===== src/pafm_pkg.sv =====
// Package for the port alternate-function multiplexer.
// Assumes a 32-bit AXI4-Lite register bus and one 100 MHz clock.
package pafm_pkg;
  localparam logic [3:0] CTRL_OFS = 4'h0;
  localparam logic [3:0] PORT_OFS = 4'h4;
  localparam logic [3:0] STAT_OFS = 4'h8;
  // Control register bit positions
  localparam int EXT_BUS_MODE_BIT = 0;
  localparam int HOLD_EN_BIT = 1;
  localparam int READY_EN_BIT = 2;
  localparam int CLK_OUT_EN_BIT = 3;
  localparam int SER_OUT_EN_BIT = 4;
  localparam int SER_RUN_BIT = 5;
  localparam int OD_BIT0 = 8;
  localparam int OD_BIT1 = 9;
  localparam logic [31:0] CTRL_RST = 32'h0000_0000;
  localparam logic [31:0] PORT_RST = 32'h0000_0000;
  localparam logic [1:0] RESP_OKAY = 2'h0;
  localparam logic [1:0] RESP_SLVERR = 2'h2;
  localparam int NPIN = 5;
  localparam int DIR_LSB = 8;
  // Writable bits; the rest read back as zero
  localparam logic [31:0] CTRL_WMASK = 32'h0000_033f;
  localparam logic [31:0] PORT_WMASK = 32'h0000_1f1f;
  // Pins whose alternate function is an output: port3 bit5, port3 bit7, port4 bit1
  localparam logic [4:0] ALT_OUT_PINS = 5'h15;

  // One pin's drive: output level, output enable (low means driving)
  typedef struct packed {
    logic out;
    logic oe_n;
  } pafm_pin_t;
endpackage : pafm_pkg


===== src/pafm_pin_cell.sv =====
// One port pin with optional open-drain drive.
// Assumes pin input is already synchronised by the caller.
`timescale 1ns/100ps
module pafm_pin_cell (
  input wire logic dout_i,
  input wire logic dir_out_i,
  input wire logic od_sel_i,
  output pafm_pkg::pafm_pin_t pin_o
);
  // Open drain only counts when the pin is an output
  wire logic od_active = dir_out_i & od_sel_i;
  assign pin_o.out = od_active ? 1'b0 : dout_i;
  assign pin_o.oe_n = ~dir_out_i | (od_active & dout_i);
endmodule : pafm_pin_cell


===== src/pafm_mux.sv =====
// Port 3 bits 5..7 and port 4 bits 0..1 alternate-function multiplexer.
// Assumes AXI4-Lite master on ref_clk_i; pins are asynchronous and synchronised here.
`timescale 1ns/100ps
module pafm_mux (
  input wire logic ref_clk_i,
  input wire logic resetn_i,
  input wire logic [31:0] s_axi_awaddr,
  input wire logic s_axi_awvalid,
  output logic s_axi_awready,
  input wire logic [31:0] s_axi_wdata,
  input wire logic [3:0] s_axi_wstrb,
  input wire logic s_axi_wvalid,
  output logic s_axi_wready,
  output logic [1:0] s_axi_bresp,
  output logic s_axi_bvalid,
  input wire logic s_axi_bready,
  input wire logic [31:0] s_axi_araddr,
  input wire logic s_axi_arvalid,
  output logic s_axi_arready,
  output logic [31:0] s_axi_rdata,
  output logic [1:0] s_axi_rresp,
  output logic s_axi_rvalid,
  input wire logic s_axi_rready,
  input wire logic machine_clk_i,
  input wire logic hold_acknowledge_out_i,
  input wire logic serial_transmit_output_i,
  output logic bus_ready_o,
  output logic serial_receive_input_o,
  input wire logic [4:0] pin_in_i,
  output logic [4:0] pin_out_o,
  output logic [4:0] pin_oe_n_o
);
  // Pin index: 0=port3 bit5, 1=port3 bit6, 2=port3 bit7, 3=port4 bit0, 4=port4 bit1
  logic [31:0] ctrl_ff;
  logic [31:0] port_ff;
  logic [4:0] sync1_ff;
  logic [4:0] sync2_ff;
  logic aw_got_ff, w_got_ff;
  logic aw_hi_bad_ff;
  logic [3:0] aw_ofs_ff;
  logic [31:0] wdata_ff;
  logic [3:0] wstrb_ff;
  logic bvalid_ff, rvalid_ff;
  logic [1:0] bresp_ff, rresp_ff;
  logic [31:0] rdata_ff;

  wire logic ext_mode = ctrl_ff[pafm_pkg::EXT_BUS_MODE_BIT];
  wire logic hold_sel = ext_mode & ctrl_ff[pafm_pkg::HOLD_EN_BIT];
  wire logic ready_sel = ext_mode & ctrl_ff[pafm_pkg::READY_EN_BIT];
  wire logic clk_sel = ext_mode & ctrl_ff[pafm_pkg::CLK_OUT_EN_BIT];
  wire logic sout_sel = ctrl_ff[pafm_pkg::SER_OUT_EN_BIT];
  wire logic ser_run = ctrl_ff[pafm_pkg::SER_RUN_BIT];

  // Port register: data in bits 4:0, direction in bits 12:8 (1 = output)
  wire logic [4:0] gp_data = port_ff[pafm_pkg::NPIN-1:0];
  wire logic [4:0] gp_dir = port_ff[pafm_pkg::DIR_LSB +: pafm_pkg::NPIN];

  // Pins are asynchronous; two stages before use
  always_ff @(posedge ref_clk_i) begin
    if (!resetn_i) begin
      sync1_ff <= 5'h00;
      sync2_ff <= 5'h00;
    end else begin
      sync1_ff <= pin_in_i;
      // Only the second stage is read, so a metastable first stage never reaches logic
      sync2_ff <= sync1_ff;
    end
  end

  assign bus_ready_o = ready_sel ? sync2_ff[1] : 1'b1;
  assign serial_receive_input_o = ser_run ? sync2_ff[3] : 1'b1;

  // Hold, clock and serial-out alternate functions force the pin to output with the peripheral's level
  wire logic [4:0] alt_sel = {sout_sel, 1'b0, clk_sel, ready_sel, hold_sel};
  wire logic [4:0] alt_val = {serial_transmit_output_i, 1'b0, machine_clk_i, 1'b0, hold_acknowledge_out_i};
  // Ready pin is an input while selected, so its direction is cleared
  wire logic [4:0] eff_dir = (gp_dir | (alt_sel & pafm_pkg::ALT_OUT_PINS)) & ~{3'h0, ready_sel, 1'b0};
  wire logic [4:0] eff_dat = (alt_sel & alt_val) | (~alt_sel & gp_data);
  wire logic [4:0] od_sel = {ctrl_ff[pafm_pkg::OD_BIT1], ctrl_ff[pafm_pkg::OD_BIT0], 3'h0};

  genvar g;
  generate
    for (g = 0; g < pafm_pkg::NPIN; g++) begin : g_pin
      pafm_pkg::pafm_pin_t drv;
      pafm_pin_cell u_cell (
        .dout_i(eff_dat[g]),
        .dir_out_i(eff_dir[g]),
        .od_sel_i(od_sel[g]),
        .pin_o(drv)
      );
      assign pin_out_o[g] = drv.out;
      assign pin_oe_n_o[g] = drv.oe_n;
    end
  endgenerate

  // AXI4-Lite write path: address and data taken in either order
  assign s_axi_awready = !aw_got_ff && !bvalid_ff;
  assign s_axi_wready = !w_got_ff && !bvalid_ff;
  wire logic aw_fire = s_axi_awvalid && s_axi_awready;
  wire logic w_fire = s_axi_wvalid && s_axi_wready;
  wire logic aw_have = aw_got_ff || aw_fire;
  wire logic w_have = w_got_ff || w_fire;
  wire logic [3:0] wr_ofs = aw_got_ff ? aw_ofs_ff : s_axi_awaddr[3:0];
  wire logic [31:0] wr_dat = w_got_ff ? wdata_ff : s_axi_wdata;
  wire logic [3:0] wr_stb = w_got_ff ? wstrb_ff : s_axi_wstrb;
  // The high-address check travels with a captured address, so a late data beat cannot hide it
  wire logic aw_hi_bad_now = s_axi_awaddr[31:4] != 28'h0;
  wire logic wr_hi_bad = aw_got_ff ? aw_hi_bad_ff : aw_hi_bad_now;
  wire logic wr_go = aw_have && w_have && !bvalid_ff;
  wire logic wr_ctrl = wr_go && wr_ofs == pafm_pkg::CTRL_OFS;
  wire logic wr_port = wr_go && wr_ofs == pafm_pkg::PORT_OFS;
  wire logic wr_stat = wr_go && wr_ofs == pafm_pkg::STAT_OFS;
  wire logic [31:0] bmask = {{8{wr_stb[3]}}, {8{wr_stb[2]}}, {8{wr_stb[1]}}, {8{wr_stb[0]}}};
  wire logic wr_map_ok = (wr_ctrl || wr_port || wr_stat) && !wr_hi_bad;
  wire logic [31:0] nxt_ctrl = ((ctrl_ff & ~bmask) | (wr_dat & bmask)) & pafm_pkg::CTRL_WMASK;
  wire logic [31:0] nxt_port = ((port_ff & ~bmask) | (wr_dat & bmask)) & pafm_pkg::PORT_WMASK;

  always_ff @(posedge ref_clk_i) begin
    if (!resetn_i) begin
      aw_got_ff <= 1'b0;
      w_got_ff <= 1'b0;
      aw_ofs_ff <= 4'h0;
      aw_hi_bad_ff <= 1'b0;
      wdata_ff <= 32'h0;
      wstrb_ff <= 4'h0;
      bvalid_ff <= 1'b0;
      bresp_ff <= pafm_pkg::RESP_OKAY;
    end else begin
      if (wr_go) begin
        aw_got_ff <= 1'b0;
        w_got_ff <= 1'b0;
        bvalid_ff <= 1'b1;
        bresp_ff <= wr_map_ok ? pafm_pkg::RESP_OKAY : pafm_pkg::RESP_SLVERR;
      end else begin
        if (aw_fire) begin
          aw_got_ff <= 1'b1;
          aw_ofs_ff <= s_axi_awaddr[3:0];
          aw_hi_bad_ff <= aw_hi_bad_now;
        end
        if (w_fire) begin
          w_got_ff <= 1'b1;
          wdata_ff <= s_axi_wdata;
          wstrb_ff <= s_axi_wstrb;
        end
        if (bvalid_ff && s_axi_bready) begin
          bvalid_ff <= 1'b0;
        end
      end
    end
  end

  always_ff @(posedge ref_clk_i) begin
    if (!resetn_i) begin
      ctrl_ff <= pafm_pkg::CTRL_RST;
      port_ff <= pafm_pkg::PORT_RST;
    end else begin
      if (wr_ctrl && !wr_hi_bad) begin
        ctrl_ff <= nxt_ctrl;
      end
      if (wr_port && !wr_hi_bad) begin
        port_ff <= nxt_port;
      end
    end
  end

  // Read path; status shows synchronised pin levels and the effective drive
  assign s_axi_arready = !rvalid_ff;
  wire logic ar_fire = s_axi_arvalid && s_axi_arready;
  wire logic [31:0] stat_val = {11'h0, eff_dir, 3'h0, alt_sel, 3'h0, sync2_ff};
  wire logic rd_hit = s_axi_araddr[31:4] == 28'h0;
  logic [31:0] rd_val;
  logic rd_ok;
  wire logic rd_ofs_ctrl = s_axi_araddr[3:0] == pafm_pkg::CTRL_OFS;
  wire logic rd_ofs_port = s_axi_araddr[3:0] == pafm_pkg::PORT_OFS;
  wire logic rd_ofs_stat = s_axi_araddr[3:0] == pafm_pkg::STAT_OFS;
  // Unmapped reads return zero with an error response
  always_comb begin
    rd_val = 32'h0000_0000;
    rd_ok = 1'b0;
    if (!rd_hit) begin
      rd_ok = 1'b0;
    end else if (rd_ofs_ctrl) begin
      rd_val = ctrl_ff;
      rd_ok = 1'b1;
    end else if (rd_ofs_port) begin
      rd_val = port_ff;
      rd_ok = 1'b1;
    end else if (rd_ofs_stat) begin
      rd_val = stat_val;
      rd_ok = 1'b1;
    end
  end

  always_ff @(posedge ref_clk_i) begin
    if (!resetn_i) begin
      rvalid_ff <= 1'b0;
      rdata_ff <= 32'h0;
      rresp_ff <= pafm_pkg::RESP_OKAY;
    end else if (ar_fire) begin
      rvalid_ff <= 1'b1;
      rdata_ff <= rd_val;
      rresp_ff <= rd_ok ? pafm_pkg::RESP_OKAY : pafm_pkg::RESP_SLVERR;
    end else if (rvalid_ff && s_axi_rready) begin
      rvalid_ff <= 1'b0;
    end
  end

  assign s_axi_bvalid = bvalid_ff;
  assign s_axi_bresp = bresp_ff;
  assign s_axi_rvalid = rvalid_ff;
  assign s_axi_rdata = rdata_ff;
  assign s_axi_rresp = rresp_ff;
endmodule : pafm_mux


===== config.mk =====
export PLATFORM = sky130hd
export DESIGN_NAME = pafm_mux
export DESIGN_NICKNAME = d
export VERILOG_FILES = /design/src/pafm_pkg.sv /design/src/pafm_pin_cell.sv /design/src/pafm_mux.sv
export SDC_FILE = /design/constraint.sdc
export NUM_CORES = 1
export LEC_CHECK = 0
export ABC_AREA = 1
export BUFFER_PORTS_ARGS = -buffer_cell sky130_fd_sc_hd__buf_2
export CORE_ASPECT_RATIO = 0.6
export CORE_MARGIN = 2
export CORE_UTILIZATION = 30
export DETAILED_ROUTE_END_ITERATION = 8
export PLACE_DENSITY = 0.54
export SLEW_MARGIN = 30
export SYNTH_ARGS = -nofsm -noshare
export SYNTH_HDL_FRONTEND = slang
export SYNTH_SLANG_ARGS = --single-unit
export TNS_END_PERCENT = 1

===== constraint.sdc =====
create_clock -name ref_clk_i -period 4.6 [get_ports ref_clk_i]
set_clock_uncertainty 0.2 [all_clocks]
set_input_delay 0.92 -clock ref_clk_i [delete_from_list [all_inputs] [get_ports ref_clk_i]]
set_output_delay 0.92 -clock ref_clk_i [all_outputs]
set_load 0.03 [all_outputs]

* Word level (Yosys, flattened, before mapping)
Index checks and enable logic that the tools add are counted.
** Storage, ports and cells
- Flip-flop bits (word level) :: 88
- Input bits :: 115
- Output and inout port bits :: 53
- Word-level logic and storage cells :: 103
** Operators by class
- Equal/unequal tests :: 4
- Multiplexer cells :: 22
- Bitwise logic cells :: 29
- Reductions and logical operators :: 33
** Operators with widths (count)
- $mux 21 :: 4
- $logic_not 28->1 :: 1
- $reduce_bool 28->1 :: 1
- $and 13x13->13 :: 2
- $and 5x5->5 :: 3
- $logic_and 1x1->1 :: 15
- $mux 1 :: 13
- $mux 13 :: 1
- $not 13->13 :: 1
- $or 13x13->13 :: 1
- $and 10x10->10 :: 1
- $or 10x10->10 :: 1
- $or 5x5->5 :: 2
- $eq 4x3->1 const B :: 2
- $eq 4x4->1 const B :: 2
- $logic_not 4->1 :: 2
- $and 1x1->1 :: 7
- $not 1->1 :: 7
- $mux 2 :: 3
- $logic_not 1->1 :: 5
- $not 2->5 :: 1
- $not 5->5 :: 1
- $logic_or 1x1->1 :: 4
- $mux 4 :: 1
- other kinds (4) :: 7

* Logic depth before layout (Yosys ltp)
Gate-level depths: netlist (run 1).
- Depth after elaboration :: 11
- Mapped depth :: 11
- Mapped depth without buffers :: 11

* Cells and area by module
A second synthesis (run 1) with hierarchy kept.
** Second synthesis, totals
- Cells, all modules :: 538
- Area, all modules :: 3582.2 sq um
** By module, submodules not included
- pafm_mux :: times used 1, cells each 518, area each 3482.1 sq um, seq. area each 1361.3 sq um
- pafm_pin_cell :: times used 5, cells each 4, area each 20.0 sq um, seq. area each 0.0 sq um

* Worst setup path after synthesis (run 1)
Ideal clock, no wire load.
- Kind :: input to output
- From :: input port serial_transmit_output_i
- To :: output port pin_oe_n_o[4]
- Data arrival time :: 1.698 ns
- Data required time :: 3.480 ns
- Slack :: 1.782 ns
- Stages on the path :: 2
- Path buffers :: 0
- Cells stage by stage :: o21ai_0 > o21ai_0
** Between the ends
- Longest elaborated chain between the ends :: 4
** RTL lines
- start: declaration :: RTL line pafm_mux.sv:26 : input wire logic serial_transmit_output_i,
- $and 5x5->5 :: RTL line pafm_mux.sv:78 : wire logic [4:0] eff_dat = (alt_sel & alt_val) | (~alt_sel & gp_data);
- $or 5x5->5 :: RTL line pafm_mux.sv:78
- $and 1x1->1 :: RTL line pafm_pin_cell.sv:13 : assign pin_o.oe_n = ~dir_out_i | (od_active & dout_i);
- $or 1x1->1 :: RTL line pafm_pin_cell.sv:13
- end: declaration :: RTL line pafm_mux.sv:31 : output logic [4:0] pin_oe_n_o
Every way passes these cells.

* Final worst setup path (run 1)
Ends and elaborated chain as after synthesis.

==> reports/results.ini, run 1 <==
[floorplanning]
ios = 168
start_util_pct = 31.3
num_rows = 30
dieArea_um2 = 12900
chipWidth_um = 145
coreArea_um2 = 11500
die_h_um = 88.9

[routing]
wirelength_um = 9600
drc = 0
initialDrtViolationCount = 188
antenna_left = 0
vias = 3509
drt_first_pass_iters = 4
post_drt_wl_per_cell_um = 11.7
via_per_inst = 4.28

[timing]
rsz0062_at_grt = false
setup_tns_ns = 0
min_period_ns = 2.63
fin_crit_sh_pct = 57.3
tightestPinTransition_ns = 0.914
fmax_mhz = 380
finalHoldViolations = 0
slew_headroom_pct = 38.6
drv_slew = 0
finalSetupViolations = 0

[clock_network]
clk_latency_ns = 0.33
clockBufferDepth = 2
ctsHoldBuffers = 0
root_buffer = clkbuf_16
post_cts_buffers = 0
htreeDepth = 3
numCtsBuffers = 9
cts.clk_slew.worst_paths_ns = 0.06
cts_resized = 0
cts_tree = built
clock_sinks = 68

[final_layout]
num-nets-final = 769
drive_gt1_share_pct = 25.3
fin_cells = 819
num_antenna_cells = 0
final_cell_area_um2 = 4620
area_delta_synth_final_pct = 28.3

[worst_setup_path]
worstReg2RegStart = w_got_ff
slowest_delay_ns = 0.19
worst_r2r_endpoint = wstrb_ff[0]
crit_arrival_ns = 1.51
rrSetupSlack_ns = 1.99
path_max_fanout = 2
cp_slowest_cell = o21ai_0
cp-start-kind = input port
worstPathCellList = buf_2 -> o21ai_0 -> o21ai_0 -> buf_2
critPathLaunch = serial_transmit_output_i
critPathKind = input port to output pin
crit_path_end_kind = output pin
worstPathRequired_ns = 3.48
rr_worst_depth = 6

[pwr]
worst_ir_drop_vdd_mv = 0.210
p_leak_nw = 2.30
cellPowerDensity_nw_per_um2 = 379

[global_route]
grt_pass1_vias = 3278
grtUsageTotal_pct = 15.6
gr-total-overflow = 0
antenna_found_initial = 0
grt_pass1_wl_um = 15800
grt_max_degree = 52

[placement]
place.gp.congestion = 0.783
port-buffer-count = 126
place_area_um2 = 4270
dp_hpwl_um = 7680
dp.cells = 803

[logic_synthesis]
avgSynthCellArea_um2 = 6.70
netlist_instances = 537
synth.distinct_cells = 38
synth_warnings = 0
ys_seq_area_share_pct = 37.8
syn_area_um2 = 3600
yosys_register_bits = 68

[min_path]
holdPathEnd = sync2_ff[1]
hold_path.class = register to register
hold_depth = 2
min_from = sync1_ff[1]

[outcome]
status = completed

[job]
maxCapViolCount = 0

[cells by family (layout without fill, tap and decap cells)]
| family | after synthesis | count (layout) | synth area share, % |
|---|---|---|---|
| DFF | 68 | 68 | 37.8 |
| other | 1 | 18 | 0.104 |
| buffers and inverters | 128 | 233 | 15.9 |
| and+or+nand+nor | 255 | 255 | 32.7 |
| AOI/OAI and AO/OA | 82 | 82 | 12.7 |
| muxes | 3 | 3 | 0.834 |
[cells in the final DEF (no fill, tap or decap), types with 2 or more instances in the layout]
cell       netlist  layout
a21oi_1         30      30
o21ai_0         24      24
o21ai_1         12      12
mux2i_1          3       3
inv_1           85      85
o22ai_1          6       6
nand2_2          5       5
nand2_1        117     117
nor2_1          81      81
nor3_1           2       2
inv_2            4       4
a31oi_1          2       2
o221ai_1         3       3
buf_2            4     126
nand3_1         16      16
nor2_8           2       2
nand3_4          3       3
dfxtp_1         68      68
clkbuf_16        0       9
bufinv_16        0       3
and2_1           2       2
conb_1           1      18
nand4_1         18      18
nor2_2           3       3
[area by class of cell]
class                      instances  area [um2]
multi-input combinational        358        1730
sequential                        68        1360
timing repair buffer             127         638
fill                            1235        6870
tap                              160         200
clock buffer                      10         239
clock inverter                     6         111
inverter                          90         338
[stage by stage]
step	setup WS (ns)	hold slack [ns]	util (%)	power [W]
floorplan	1.78	0.190	-	0.000889
global placement	1.95	0.193	37.2	0.000953
detailed placement	1.91	0.199	37.2	0.000962
CTS	1.96	0.213	40.2	0.00177
global route	1.75	0.240	40.2	0.00184
finish	1.97	0.212	40.2	0.00175
[how the worst max path moves through the flow]
stage | endpoint | slack [ns] | depth (start not counted)
after floorplan | pin_oe_n_o[4] | 1.78 | 2
after global placement | pin_oe_n_o[4] | 1.95 | 4
after detailed placement | wstrb_ff[0] | 1.91 | 8
after CTS | pin_oe_n_o[4] | 1.96 | 4
after global routing | wstrb_ff[0] | 1.75 | 6
final | pin_oe_n_o[4] | 1.97 | 4
[Yosys cell counts, drive strengths merged]
cell type	instances	area [um2]
inv	89	334
buf	28	196
dfxtp	68	1360
o21bai	1	11.3
o31ai	1	12.5
conb	1	3.75
o21a	1	7.51
clkbuf	10	37.5
nor4	1	21.3
o21ai	37	189
o221ai	3	26.3
nand2	123	482
or2	1	6.26
a41oi	1	8.76
and2	2	12.5
o22ai	6	37.5
and3	1	6.26
a21oi	30	150
nor2	86	363
nand4	19	134
nor3	2	10.0
mux2i	3	30.0
clkinv	1	3.75
nand3	20	143
a31oi	2	12.5
[metal layers]
| layer | routed length, um | vias up | global-route usage (%) |
|---|---|---|---|
| met4 | 105 | 0 | 4.90 |
| met3 | 634 | 9 | 4.74 |
| met2 | 4020 | 87 | 23.0 |
| met5 | 0 | - | 0 |
| met1 | 4840 | 1527 | 22.0 |
| li1 | - | 1886 | - |
[worst max-delay path, delay by kind of cell]
family,cells,cell delay (ns)
compound gates,2,0.31
buf+inv,2,0.29
[report_power, final]
group	internal, W	switching [W]	total, W	leakage (nW)
Combinational	0.0000931	0.000198	0.000291	1.58
Sequential	0.000628	0.0000305	0.000658	0.555
Clock	0.000544	0.000259	0.000802	0.169
Total	0.00126	0.000487	0.00175	2.30
Power figures use the tool's default switching activity.
==> run 2, diff against run 1 <==
==> constraint.sdc (replaced) <==
create_clock -name ref_clk_i -period 2.6 [get_ports ref_clk_i]
set_clock_uncertainty 0.2 [all_clocks]
set_input_delay 0.52 -clock ref_clk_i [delete_from_list [all_inputs] [get_ports ref_clk_i]]
set_output_delay 0.52 -clock ref_clk_i [all_outputs]
set_load 0.03 [all_outputs]
==> reports/results.ini, run 2 (synthesis gave the netlist of run 1 again) <==
[outcome]
status = completed

[final_layout]
num_antenna_cells = 0
seqCellArea_um2 = 1360
final_cell_area_um2 = 4680
multi_input_area_um2 = 1730
area_delta_synth_final_pct = 30.0
num-nets-final = 774
layout_commonest_cell = buf_2
final_cell_mix = buf_2 (126), nand2_1 (117), inv_1 (85), nor2_1 (81), dfxtp_1 (68)
drive_gt1_share_pct = 25.9
fillers = 1240

[clock_network]
clk_latency_ns = 0.33
root_buffer = clkbuf_16
numCtsBuffers = 9
post_cts_buffers = 0
ctsHoldBuffers = 0
clockBufferDepth = 2
cts_resized = 0
cts.clk_slew.worst_paths_ns = 0.06
clock_sinks = 68
cts_tree = built
htreeDepth = 3

[worst_setup_path]
worstPathRequired_ns = 1.88
rr_worst_depth = 7
crit_path_frequent_cell = o21ai_0
cp-start-kind = register
cp_slowest_cell = dfxtp_1
crit_arrival_ns = 1.33
worstPathCellList = inv_1 -> o21ai_0 -> o21ai_0 -> buf_2
path_max_fanout = 6
cp_num_cells = 4
critPathKind = register to output pin
path_buf_inv = 2
path_delay_family = buffers and inverters
slowest_delay_ns = 0.29
crit_path_end_kind = output pin

[floorplanning]
start_util_pct = 31.3
die_h_um = 88.9
chipWidth_um = 145
dieArea_um2 = 12900
coreArea_um2 = 11500
num_rows = 30
ios = 168

[placement]
dp_hpwl_um = 7780
place.gp.congestion = 0.793
place_area_um2 = 4310
port-buffer-count = 126

[global_route]
grtUsageTotal_pct = 15.1
grt_pass1_wl_um = 15600
gr-total-overflow = 0
grt_pass1_vias = 3184
grt_max_degree = 22
antenna_found_initial = 0

[pwr]
p_leak_nw = 2.34
cellPowerDensity_nw_per_um2 = 688
power_w = 0.00322
worst_ir_drop_vdd_mv = 0.342

[routing]
drt_first_pass_iters = 5
routed.top_layer = met4
wirelength_um = 9700
dr_wl_met3_um = 562
initialDrtViolationCount = 191
vias = 3602
wl_met2_um = 4120
drc = 0
met1_length_um = 4960
via_per_inst = 4.37
antenna_left = 0
post_drt_wl_per_cell_um = 11.8

[timing]
fin_hold_ws_ns = 0.167
fin_crit_sh_pct = 78.7
min_period_ns = 2.05
drv_slew = 0
finalSetupViolations = 0
fmax_mhz = 489
finalHoldViolations = 0
slew_headroom_pct = 59.3
tightestPinTransition_ns = 0.606
rsz0062_at_grt = false
setup_tns_ns = 0

[job]
maxCapViolCount = 0

[min_path]
hold_path.class = input port to register
hold_depth = 3

[run 2: changes by cell type in the layout (fill, tap and decap cells not counted), sizes merged]
cell	delta
buf	+5
bufinv	+1
clkinv	-1
clkinvlp	-1
inv	+1
[run 2: worst register-to-register path, stage by stage, from the launching register on]
cell      delay (ns)
dfxtp_1         0.62
o21bai_2        0.29
nand4_4         0.18
nor2_8          0.24
nand3_4         0.15
nand2_1         0.10
nand2_1         0.05
nor2_1          0.11
[run 2: path summary, 6_finish.rpt]
| path | end | from | slack, ns |
|---|---|---|---|
| setup / recovery | pin_oe_n_o[4] | register | 0.55 |
| hold / removal | sync1_ff[4] | pin_in_i[4] | 0.17 |
| setup reg to reg | register | w_got_ff | 0.61 |
| hold reg to reg | sync2_ff[2] | sync1_ff[2] | 0.22 |
[run 2: area by class of cell]
cell class / instances / share of cell area, %
Inverter: 90 / 7.22
Multi-Input combinational cell: 358 / 37.0
Sequential cell: 68 / 29.1
Clock buffer: 10 / 5.11
Tap cell: 160 / 4.28
Clock inverter: 6 / 2.86
Timing Repair Buffer: 132 / 14.4
[run 2: per-stage QoR]
step           cells  setup WS (ns)  util (%)
2_1_floorplan    554          0.582         -
3_3_place_gp     808          0.473      37.5
3_5_place_dp     808          0.414      37.5
4_1_cts          824          0.540      40.7
5_1_grt          824          0.427      40.7
6_report         824          0.555      40.7
[run 2: where the power goes]
part | total (W) | switching, W | internal (W)
Sequential | 0.00116 | 0.0000448 | 0.00111
Clock | 0.00152 | 0.000462 | 0.00106
Combinational | 0.000540 | 0.000364 | 0.000177
Total | 0.00322 | 0.000871 | 0.00235
[run 2: metal layers]
metal  global-route usage (%)  vias up
met4                     3.03        0
li1                         -     1889
met5                        0        -
met2                     22.5       98
met1                     21.5     1609
met3                     4.90        6
==> run 3, diff against run 2 <==
--- a/config.mk
+++ b/config.mk
@@ -5,7 +5,7 @@
 export SDC_FILE = /design/constraint.sdc
 export NUM_CORES = 1
 export LEC_CHECK = 0
-export ABC_AREA = 1
+export ABC_AREA = 0
 export BUFFER_PORTS_ARGS = -buffer_cell sky130_fd_sc_hd__buf_2
 export CORE_ASPECT_RATIO = 0.6
 export CORE_MARGIN = 2
==> constraint.sdc (replaced) <==
create_clock -name ref_clk_i -period 2 [get_ports ref_clk_i]
set_clock_uncertainty 0.2 [all_clocks]
set_input_delay 0.4 -clock ref_clk_i [delete_from_list [all_inputs] [get_ports ref_clk_i]]
set_output_delay 0.4 -clock ref_clk_i [all_outputs]
set_load 0.03 [all_outputs]
==> reports/results.ini, run 3 <==
[final_layout]
utilization_pct = 42.5
fillers = 1071
final_cell_mix = buf_2 (120), dfxtp_1 (67), nand2_1 (43), mux2i_1 (43), nor2b_1 (34)
num_antenna_cells = 0
area_delta_synth_final_pct = 35.3
fin_cells = 638
final_cell_area_um2 = 4560
multi_input_area_um2 = 1880
num-nets-final = 610
drive_gt1_share_pct = 37.3
layout_commonest_cell = buf_2
seqCellArea_um2 = 1360

[pwr]
cellPowerDensity_nw_per_um2 = 772
p_leak_nw = 2.05
p_int_w = 0.00267
clock_power_share_pct = 45.7
worst_ir_drop_vdd_mv = 0.409
p_switching_w = 0.000853
p_sw_share_pct = 24.2
p_comb_share_pct = 13.8
p_seq_share_pct = 40.5

[floorplanning]
coreArea_um2 = 10700
num_rows = 29
start_util_pct = 31.4
ios = 168
chipWidth_um = 141
dieArea_um2 = 12100
die_h_um = 86.1

[clock_network]
htreeDepth = 3
post_cts_buffers = 0
ctsHoldBuffers = 0
cts.clk_slew.worst_paths_ns = 0.05
clock_sinks = 68
clockBufferDepth = 2
root_buffer = clkbuf_16
clk_latency_ns = 0.33
numCtsBuffers = 9
cts_tree = built

[worst_setup_path]
crit_arrival_ns = 2.08
crit_path_end_kind = register
critPathLaunch = s_axi_araddr[27]
rr_worst_depth = 7
rrSetupSlack_ns = 0.09
worstReg2RegStart = aw_got_ff
critPathKind = input port to register
worstPathRequired_ns = 2.06
path_max_fanout = 17
cp-start-kind = input port
cp-endpoint = s_axi_rdata[17]

[logic_synthesis]
netlist_instances = 369
synthMostInstantiatedCell = dfxtp_1
synth.distinct_cells = 45
avgSynthCellArea_um2 = 9.13
yosysTopAreaCell = dfxtp_1
synth-edff-count = 0
synth_area_leaders = dfxtp_1 (40%), mux2i_1 (13%), nor2b_1 (6.3%), nand2_1 (4.9%), buf_4 (4.7%)
ys_seq_area_share_pct = 40.4
synth.cells.most_frequent = dfxtp_1 (68), nand2_1 (44), mux2i_1 (43)
synthArstFlopShare_pct = 0
synthFlopType = dfxtp_1
yosys_register_bits = 68
syn_area_um2 = 3370
synth_warnings = 0
yosys.area.top_type_share_pct = 40.4

[outcome]
status = finished with violations
failed_checks = negative setup slack

[routing]
via_per_inst = 4.66
drc = 0
vias = 2974
post_drt_wl_per_cell_um = 14.9
initialDrtViolationCount = 148
drt_first_pass_iters = 4
antenna_left = 0
wirelength_um = 9520

[global_route]
grt_pass1_wl_um = 15000
gr-total-overflow = 0
grt_pass1_vias = 2981
grtUsageTotal_pct = 16.0
grt_max_degree = 76
antenna_found_initial = 0

[timing]
rsz0062_at_grt = true
fin_ws_ns = -0.0200
fin_crit_sh_pct = 101
finalHoldViolations = 0
fin_hold_ws_ns = 0.0808
min_period_ns = 2.02
drv_slew = 0
fmax_mhz = 495
finalSetupViolations = 1

[placement]
place_area_um2 = 4150
place.gp.congestion = 0.875
port-buffer-count = 126
dp_hpwl_um = 7240
dp.cells = 624

[min_path]
hold_path.class = input port to register

[job]
maxCapViolCount = 0

==> run 3: cell types whose count changed in the layout (fill, tap and decap cells not counted), moves of 10 or more <==
cell / change
nor2b_1: +34
nand2_1: -74
o21ai_0: -10
nor2_1: -73
and2_1: +10
o21ai_1: -12
nand3_1: -10
nand4_1: -16
mux2i_1: +40
a21oi_1: -24
inv_1: -80
==> run 3: through the flow <==
stage,power [W],worst slack (ns),setup TNS [ns]
6_report,0.00352,-0.0200,-0.0200
5_1_grt,0.00367,-0.0768,-0.670
4_1_cts,0.00354,-0.0115,-0.0206
3_5_place_dp,0.00191,-0.422,-11.06
3_3_place_gp,0.00190,-0.413,-10.87
2_1_floorplan,0.00175,-0.239,-4.26
==> run 3: how the worst min path moves through the flow <==
stage / cells after the start / from / endpoint / slack (ns)
finish: 2 / pin_in_i[4] / sync1_ff[4] / 0.08
global placement: 1 / sync1_ff[4] / sync2_ff[4] / 0.22
CTS: 2 / pin_in_i[4] / sync1_ff[4] / 0.06
detailed placement: 1 / sync1_ff[1] / sync2_ff[1] / 0.22
global route: 2 / pin_in_i[4] / sync1_ff[4] / 0.09
floorplan: 1 / sync1_ff[0] / sync2_ff[0] / 0.21
==> run 3: metal layers <==
| layer | vias up | GRT usage [%] | part of all wire (%) |
|---|---|---|---|
| li1 | 1496 | - | - |
| met1 | 1374 | 20.8 | 48 |
| met2 | 102 | 25.5 | 45 |
| met3 | 2 | 5.03 | 6.5 |
| met4 | 0 | 4.64 | 0.20 |
| met5 | - | 0 | 0 |
==> run 3: worst max-delay path, stage by stage <==
cell and delay [ns]:
buf_2 0.09, or4_1 0.51, or4_4 0.44, nor3_4 0.16, buf_12 0.17, nand4_2 0.14, a21boi_2 0.16
==> run 3: power by group through the flow <==
stage | clock, W | combinational [W] | sequential [W]
3_3_place_gp | 0 | 0.000453 | 0.00145
4_1_cts | 0.00165 | 0.000467 | 0.00142
5_1_grt | 0.00171 | 0.000529 | 0.00143
3_5_place_dp | 0 | 0.000460 | 0.00145
6_report | 0.00161 | 0.000485 | 0.00142
2_1_floorplan | 0 | 0.000298 | 0.00146
==> run 3: cell families (layout without fill, tap and decap cells) <==
| kind of cell | after synthesis | in the layout | synth area share, % |
|---|---|---|---|
| and+or+nand+nor | 146 | 146 | 23.9 |
| other | 1 | 18 | 0.111 |
| AOI/OAI and AO/OA | 53 | 53 | 11.7 |
| muxes | 52 | 52 | 15.8 |
| buffers and inverters | 49 | 162 | 8.17 |
| DFF | 68 | 68 | 40.4 |
==> run 3: what timing repair did <==
item,4_1_cts,5_1_grt
setup endpoints to repair,19,21
pin swaps,2,9
resized for setup,7,19
==> run 3: area by class of cell <==
cell class / count / share of cell area, %
Multi-Input combinational cell: 269 / 41.3
Sequential cell: 68 / 29.9
Timing Repair Buffer: 142 / 17.9
Clock buffer: 14 / 6.01
Tap cell: 139 / 3.81
Clock inverter: 1 / 0.659
Inverter: 5 / 0.412
